`src/uhfc_defs.vh`:
```
// Constants for the flow-controlled serial port
`ifndef UHFC_DEFS_VH
`define UHFC_DEFS_VH
`define UHFC_CLK_HZ      100000000
`define UHFC_BAUD_MAX    1000000
`define UHFC_DIV_DEF     16'h0064
`define UHFC_DIV_W       16
`define UHFC_BITS        4
`define UHFC_FIFO_DEPTH  4
`define UHFC_FIFO_AW     2
`define UHFC_LAST_DATA   4'h7
`define UHFC_PAR_BIT     4'h8
`endif

```
`src/uhfc_uart.v`:
```
// Flow-controlled UART: two port instances, each with TX FIFO and RX FIFO
//
// What this block does
// - Baud up to one megabit per second; flow control done in hardware.
// - Optional ninth parity bit generated on transmit, checked on receive.
// - Request-to-send driven out, clear-to-send sampled in, both active low.
// - Data lines idle high; low flow-control level means asserted.
// - Host transmit feeds device receive; device transmit feeds host receive.
// - After reset the transmit pin is an output driven high.
// - After reset the receive pin is an input with pull-up enabled.
// - After reset request-to-send driven low; clear-to-send input pulled down.
// - Framing and handshake interoperate with standard UART controllers.
`timescale 1ns/10ps
`default_nettype none
`include "uhfc_defs.vh"

// -----------------------------------------------------------------
// Small FIFO
// -----------------------------------------------------------------
module uhfc_fifo #(
  parameter WIDTH = 8,
  parameter DEPTH = `UHFC_FIFO_DEPTH,
  parameter AW    = `UHFC_FIFO_AW
) (
  input  wire             mclk,
  input  wire             rst_n,
  input  wire [WIDTH-1:0] in_data,
  input  wire             in_valid,
  output wire             in_ready,
  output wire [WIDTH-1:0] out_data,
  output wire             out_valid,
  input  wire             out_ready
);
  reg [WIDTH-1:0] mem [0:DEPTH-1];
  reg [AW-1:0]    wp;
  reg [AW-1:0]    rp;
  reg [AW:0]      cnt;
  wire            push = in_valid && in_ready;
  wire            pop  = out_valid && out_ready;
  assign in_ready  = (cnt != DEPTH[AW:0]);
  assign out_valid = (cnt != {(AW+1){1'b0}});
  assign out_data  = mem[rp];
  always @(posedge mclk) begin
    if (push) begin
      mem[wp] <= in_data;
    end
  end
  always @(posedge mclk or negedge rst_n) begin
    if (!rst_n) begin
      wp  <= {AW{1'b0}};
      rp  <= {AW{1'b0}};
      cnt <= {(AW+1){1'b0}};
    end else begin
      if (push) begin
        wp <= (wp == DEPTH[AW-1:0] - 1'b1) ? {AW{1'b0}} : wp + 1'b1;
      end
      if (pop) begin
        rp <= (rp == DEPTH[AW-1:0] - 1'b1) ? {AW{1'b0}} : rp + 1'b1;
      end
      if (push && !pop) begin
        cnt <= cnt + 1'b1;
      end else if (pop && !push) begin
        cnt <= cnt - 1'b1;
      end
    end
  end
endmodule // uhfc_fifo

// -----------------------------------------------------------------
// One serial port
// -----------------------------------------------------------------
module uhfc_port #(
  parameter DIV_W = `UHFC_DIV_W
) (
  input  wire             mclk,
  input  wire             rst_n,
  input  wire [DIV_W-1:0] baud_div,
  input  wire             parity_en,
  input  wire             parity_odd,
  input  wire [7:0]       tx_data,
  input  wire             tx_valid,
  output wire             tx_ready,
  output reg  [8:0]       rx_data,
  output reg              rx_valid,
  input  wire             rx_ready,
  output reg              ser_tx,
  output wire             ser_tx_oe,
  input  wire             ser_rx,
  output wire             ser_rx_pu,
  output reg              rts_n,
  input  wire             cts_n,
  output wire             cts_pd
);
  localparam S_IDLE = 4'h1;
  localparam S_STRT = 4'h2;
  localparam S_DATA = 4'h4;
  localparam S_STOP = 4'h8;

  assign ser_tx_oe = 1'b1;
  assign ser_rx_pu = 1'b1;
  assign cts_pd    = 1'b1;

  // -----------------------------------------------------------------
  // Input synchronisers
  // -----------------------------------------------------------------
  reg [1:0] rx_s;
  reg [1:0] cts_s;
  always @(posedge mclk or negedge rst_n) begin
    if (!rst_n) begin
      rx_s  <= 2'h3;  // Idle level
      cts_s <= 2'h0;
    end else begin
      rx_s  <= {rx_s[0], ser_rx};
      cts_s <= {cts_s[0], cts_n};
    end
  end
  wire rxd = rx_s[1];
  wire cts_ok = !cts_s[1];

  // -----------------------------------------------------------------
  // Transmit FIFO and shifter
  // -----------------------------------------------------------------
  wire [7:0] tf_data;
  wire       tf_valid;
  reg        tf_take;
  uhfc_fifo #(.WIDTH(8)) u_txf (
    .mclk(mclk), .rst_n(rst_n),
    .in_data(tx_data), .in_valid(tx_valid), .in_ready(tx_ready),
    .out_data(tf_data), .out_valid(tf_valid), .out_ready(tf_take)
  );

  reg [3:0]       t_st;
  reg [DIV_W-1:0] t_cnt;
  reg [3:0]       t_bit;
  reg [8:0]       t_sh;
  wire            t_tick = (t_cnt == {DIV_W{1'b0}});
  wire [3:0]      t_last = parity_en ? `UHFC_PAR_BIT : `UHFC_LAST_DATA;

  always @* begin
    tf_take = (t_st == S_IDLE) && tf_valid && cts_ok;
  end

  always @(posedge mclk or negedge rst_n) begin
    if (!rst_n) begin
      t_st   <= S_IDLE;
      t_cnt  <= {DIV_W{1'b0}};
      t_bit  <= 4'h0;
      t_sh   <= 9'h1ff;
      ser_tx <= 1'b1;
    end else begin
      t_cnt <= t_tick ? baud_div - 1'b1 : t_cnt - 1'b1;
      case (t_st)
        S_IDLE: begin
          ser_tx <= 1'b1;
          if (tf_take) begin
            // Parity rides as ninth bit
            t_sh  <= {^tf_data ^ parity_odd, tf_data};
            t_cnt <= baud_div - 1'b1;
            t_st  <= S_STRT;
            ser_tx <= 1'b0;
          end
        end
        S_STRT: begin
          if (t_tick) begin
            ser_tx <= t_sh[0];
            t_sh   <= {1'b1, t_sh[8:1]};
            t_bit  <= 4'h0;
            t_st   <= S_DATA;
          end
        end
        S_DATA: begin
          if (t_tick) begin
            if (t_bit == t_last) begin
              ser_tx <= 1'b1;
              t_st   <= S_STOP;
            end else begin
              ser_tx <= t_sh[0];
              t_sh   <= {1'b1, t_sh[8:1]};
              t_bit  <= t_bit + 1'b1;
            end
          end
        end
        S_STOP: begin
          if (t_tick) begin
            t_st <= S_IDLE;
          end
        end
        default: t_st <= S_IDLE;
      endcase
    end
  end

  // -----------------------------------------------------------------
  // Receiver; bit 8 of the FIFO word flags a parity error
  // -----------------------------------------------------------------
  reg [3:0]       r_st;
  reg [DIV_W-1:0] r_cnt;
  reg [3:0]       r_bit;
  reg [8:0]       r_sh;
  reg [8:0]       rf_in;
  reg             rf_push;
  wire            rf_ready;
  wire [8:0]      rf_data;
  wire            rf_valid;
  wire            r_tick = (r_cnt == {DIV_W{1'b0}});
  wire [3:0]      r_last = parity_en ? `UHFC_PAR_BIT : `UHFC_LAST_DATA;

  always @(posedge mclk or negedge rst_n) begin
    if (!rst_n) begin
      r_st    <= S_IDLE;
      r_cnt   <= {DIV_W{1'b0}};
      r_bit   <= 4'h0;
      r_sh    <= 9'h000;
      rf_in   <= 9'h000;
      rf_push <= 1'b0;
    end else begin
      rf_push <= 1'b0;
      r_cnt   <= r_tick ? r_cnt : r_cnt - 1'b1;
      case (r_st)
        S_IDLE: begin
          if (!rxd) begin
            // Sample mid-bit
            r_cnt <= {1'b0, baud_div[DIV_W-1:1]};
            r_st  <= S_STRT;
          end
        end
        S_STRT: begin
          if (r_tick) begin
            r_cnt <= baud_div - 1'b1;
            r_bit <= 4'h0;
            r_st  <= rxd ? S_IDLE : S_DATA;  // Glitch rejected
          end
        end
        S_DATA: begin
          if (r_tick) begin
            r_cnt <= baud_div - 1'b1;
            r_sh  <= {rxd, r_sh[8:1]};
            r_bit <= r_bit + 1'b1;
            if (r_bit == r_last) begin
              r_st <= S_STOP;
            end
          end
        end
        S_STOP: begin
          if (r_tick) begin
            r_st <= S_IDLE;
            if (rxd) begin
              rf_push <= 1'b1;
              if (parity_en) begin
                rf_in <= {^r_sh ^ parity_odd, r_sh[7:0]};
              end else begin
                rf_in <= {1'b0, r_sh[8:1]};
              end
            end
          end
        end
        default: r_st <= S_IDLE;
      endcase
    end
  end

  // Full FIFO drops the character; rts_n should have held the host off
  uhfc_fifo #(.WIDTH(9)) u_rxf (
    .mclk(mclk), .rst_n(rst_n),
    .in_data(rf_in), .in_valid(rf_push), .in_ready(rf_ready),
    .out_data(rf_data), .out_valid(rf_valid), .out_ready(!rx_valid || rx_ready)
  );

  always @(posedge mclk or negedge rst_n) begin
    if (!rst_n) begin
      rx_data  <= 9'h000;
      rx_valid <= 1'b0;
      rts_n    <= 1'b0;
    end else begin
      if (!rx_valid || rx_ready) begin
        rx_valid <= rf_valid;
        rx_data  <= rf_data;
      end
      // Deassert while room is tight, leaving slack for one in flight
      rts_n <= !rf_ready || (rf_valid && rx_valid && !rx_ready);
    end
  end
endmodule // uhfc_port

// -----------------------------------------------------------------
// Top: two independent ports
// -----------------------------------------------------------------
module uhfc_uart #(
  parameter DIV_W = `UHFC_DIV_W
) (
  input  wire               mclk,
  input  wire               rst_n,
  input  wire [2*DIV_W-1:0] baud_div,
  input  wire [1:0]         parity_en,
  input  wire [1:0]         parity_odd,
  input  wire [15:0]        tx_data,
  input  wire [1:0]         tx_valid,
  output wire [1:0]         tx_ready,
  output wire [17:0]        rx_data,
  output wire [1:0]         rx_valid,
  input  wire [1:0]         rx_ready,
  output wire [1:0]         ser_tx,
  output wire [1:0]         ser_tx_oe,
  input  wire [1:0]         ser_rx,
  output wire [1:0]         ser_rx_pu,
  output wire [1:0]         rts_n,
  input  wire [1:0]         cts_n,
  output wire [1:0]         cts_pd
);
  genvar g;
  generate
    for (g = 0; g < 2; g = g + 1) begin : g_port
      uhfc_port #(.DIV_W(DIV_W)) u_port (
        .mclk(mclk), .rst_n(rst_n),
        .baud_div(baud_div[g*DIV_W +: DIV_W]),
        .parity_en(parity_en[g]), .parity_odd(parity_odd[g]),
        .tx_data(tx_data[g*8 +: 8]), .tx_valid(tx_valid[g]),
        .tx_ready(tx_ready[g]),
        .rx_data(rx_data[g*9 +: 9]), .rx_valid(rx_valid[g]),
        .rx_ready(rx_ready[g]),
        .ser_tx(ser_tx[g]), .ser_tx_oe(ser_tx_oe[g]),
        .ser_rx(ser_rx[g]), .ser_rx_pu(ser_rx_pu[g]),
        .rts_n(rts_n[g]), .cts_n(cts_n[g]), .cts_pd(cts_pd[g])
      );
    end
  endgenerate
endmodule // uhfc_uart
`default_nettype wire

```
`config.mk`:
```
export PLATFORM = sky130hd
export DESIGN_NAME = uhfc_uart
export DESIGN_NICKNAME = d
export VERILOG_FILES = /design/src/uhfc_uart.v
export VERILOG_INCLUDE_DIRS = /design/src
export SDC_FILE = /design/constraint.sdc
export NUM_CORES = 1
export LEC_CHECK = 0
export BUFFER_PORTS_ARGS = -buffer_cell sky130_fd_sc_hd__buf_2
export CAP_MARGIN = 20
export CORE_UTILIZATION = 66
export DETAILED_ROUTE_END_ITERATION = 8
export GPL_ROUTABILITY_DRIVEN = 0
export PLACE_DENSITY_LB_ADDON = 0.12
export SYNTH_ARGS = -nofsm -noshare
export SYNTH_HDL_FRONTEND = slang
export SYNTH_HIERARCHICAL = 1
export SYNTH_SLANG_ARGS = --single-unit
```
`constraint.sdc`:
```
create_clock -name mclk -period 7.9 [get_ports mclk]
set_input_delay 0.395 -clock mclk [delete_from_list [all_inputs] [get_ports mclk]]
set_output_delay 0.395 -clock mclk [all_outputs]
set_load 0.01 [all_outputs]
```
==> run summary <==
Die X - 163 µm
type of origin of the critical path - flop
Worst Path Required - 8280 ps
Avg Inst Size Synth - 12.7 µm²
Die ar. - 0.0266 mm²
CORE AREA - 0.0253 mm²
global-route wire length before repair - 54800 µm
Syn-to-layout area delta - 11.4%
Vias/cell - 5.99
worst hold start - tx_data[8]
instance count of the mapped netlist - 1355
IO Pins - 94
Post-Route WL - 33400 µm
pwr dens - 256 mW/mm²
Root Buffer - clkbuf_16
FF-to-FF setup slack - 5170 ps
Initial DRT Pass Iterations - 5
CP Capture Type - flop
cell area after synthesis - 0.0172 mm²
initial DRC count - 759
Worst-path clk slew - 60 ps
cts bufs inserted - 36
H-tree depth - 2
n_diodes - 0
initial antenna violation count - 0
worst hold path type - input pin to flop
Seq/Total Area, Yosys - 54.9%
count of final hold-check violations - 0
Yosys reg bits - 348
status - finished clean
Die Y - 163 µm
clock buffer depth - 3
vias in the first global route - 10900
commonest non-fill, non-tap cell in the layout - dfrtp_1
GR Overflow Total - 0
vias - 10800
Lkg Pwr - 0.00803 µW
Peak Freq - 366 MHz
fin area - 0.0191 mm²
max-slew violation count - 0
Tmin final - 2730 ps
clock sink total - 348
# fillers - 1615
reg2reg end - g_port[1].u_port/t_cnt[9]$_DFF_PN0_
post-route ant nets - 0
Cell Chain, Critical Path - or3_1, nor4_4, nand2_2, nand2_1, mux2_2
max incr delay on CP - 630 ps
distinct cell type count after synthesis - 89
dpl hpwl - 22800 µm
DRC viols - 0
end-of-flow core utilization - 75.5%
CP max-delay cell - nand2_1
Max-Cap Viols - 0
CP Max Fanout - 15
CP startpoint - g_port[1].u_port/t_cnt[9]$_DFF_PN0_
Setup Viol. Count Final - 0
fraction of layout cells with a size suffix above 1 - 24.1%
largest net degree at the start of global routing - 94
worst r2r src - g_port[1].u_port/t_cnt[9]$_DFF_PN0_
Synthesis Warnings - 6
worst-margin pin slew - 1040 ps
Critical Path End - g_port[1].u_port/t_cnt[9]$_DFF_PN0_
post-cts repair resize count - 0
Inst Count DP - 1734
R2R cell count - 5
total negative slack - 0 ps
# nets final - 1551
non-filler instance count after layout - 1803
RSZ-0062 raised after global routing - no
worst skew pair latency - 520 ps
crit share post-route - 34.5%
kind of critical path - flop to flop
Peak VDD IR - 0.278 mV
Setup Skew - 22.0 ps
ys async rst share - 60.9%
CTS tree - built
average wire per standard cell - 18.5 µm
Global Route Usage Sum - 25.9%
number of core rows - 58
I/O Buffers - 87
WP data arrival - 3110 ps
Slew HR - 30.0%
Post-synth EDFFs - 136
most frequent cells in the layout - dfrtp_1, edfxtp_1, nand2_1
top_reg_cell synth - dfrtp_1
Initial Utilization - 67.8%
Post-Place Cell Area - 0.0178 mm²
how the worst min path moves through the flow:
stage	to	slack, ps	cells after the start
2_1_floorplan	g_port[0].u_port/cts_s[0]$_DFF_PN0_	100	0
5_1_grt	g_port[1].u_port/u_txf/mem[0][1]$_DFFE_PP_	80	1
4_1_cts	g_port[1].u_port/u_txf/mem[2][0]$_DFFE_PP_	70	1
3_5_place_dp	g_port[0].u_port/cts_s[1]$_DFF_PN0_	330	0
6_report	g_port[1].u_port/u_txf/mem[0][0]$_DFFE_PP_	90	1
3_3_place_gp	g_port[0].u_port/cts_s[1]$_DFF_PN0_	330	0
through the flow:
step	hold slack [ps]	setup WS, ps	power [µW]
6_report	91.2	5170	4890
5_1_grt	84.6	4960	5110
4_1_cts	74.8	5150	4920
3_5_place_dp	335	5170	3150
3_3_place_gp	334	5210	3110
2_1_floorplan	99.4	5260	2900
cell type report:
class / instances / area (µm²) / share of cell area [%]
sequential: 348 / 9420 / 49.3
multi-input combinational: 921 / 7330 / 38.4
clock buffer: 49 / 1000 / 5.24
timing repair buffer: 102 / 571 / 2.98
tap: 330 / 413 / 2.16
clock inverter: 15 / 234 / 1.22
inverter: 38 / 143 / 0.746
cell usage after synthesis (20+ instances only):
cell | instances | area, µm²
nand2_1 | 108 | 405
clkbuf_1 | 20 | 75.1
mux2_2 | 78 | 878
xnor2_1 | 64 | 561
inv_1 | 38 | 143
dfrtp_1 | 184 | 4600
nand3_1 | 20 | 100
nor3_1 | 34 | 170
o21ai_0 | 58 | 290
a21oi_1 | 39 | 195
ha_1 | 38 | 475
dfstp_2 | 28 | 736
nor2_1 | 84 | 315
mux4_2 | 34 | 766
xor2_1 | 42 | 368
nor4_1 | 21 | 131
edfxtp_1 | 136 | 4080
mux2i_1 | 41 | 410
where the power goes:
group          internal [µW]  total [µW]  switching (µW)
clock                   1090        1750             668
combinational            401         886             485
sequential              2080        2250             170
total                   3560        4890            1320
logic make-up (layout without fill, tap and decap cells):
group           count (synthesis)  count (layout)  share of synthesized area (%)
simple gates                  403             403                           13.0
flops                         348             348                           54.9
compound gates                192             192                           7.20
mux                           169             169                           13.4
xor+xnor                      109             109                           5.80
buf+inv                        90             204                           2.42
fa+ha+maj                      42              42                           3.24
other cells                     2               6                         0.0438
worst max-delay path: cells and delay by family, from the launching register on:
| family | cells | cell delay (ps) |
|---|---|---|
| flops | 1 | 400 |
| mux | 1 | 410 |
| simple gates | 4 | 1800 |
sequential cells by signal, indices dropped and copies added, names as in the netlist, 6 cells and up:
signal                   cells
g_port.u_port/t_bit          8
g_port.u_port/u_rxf/mem     72
g_port.u_port/t_cnt         32
g_port.u_port/rf_in         18
g_port.u_port/t_sh          18
g_port.u_port/u_rxf/cnt      6
g_port.u_port/r_bit          8
g_port.u_port/rx_data       18
g_port.u_port/t_st           8
g_port.u_port/u_txf/cnt      6
g_port.u_port/r_st           8
g_port.u_port/r_sh          18
g_port.u_port/u_txf/mem     64
g_port.u_port/r_cnt         32
timing repair:
item | CTS | global route
buffers inserted | 0 | 0
hold buffers | 5 | 0
hold endpoints to repair | 89 | 0
per-layer routing:
metal	share of wire (%)	track usage, %	wire [µm]	vias up
met5	0	0	0	-
met4	2.1	7.31	694	0
met3	3.4	3.05	1150	58
met2	51	45.3	17100	207
met1	43	34.3	14400	5367
li1	-	-	-	5160
Power figures use the tool's default switching activity.
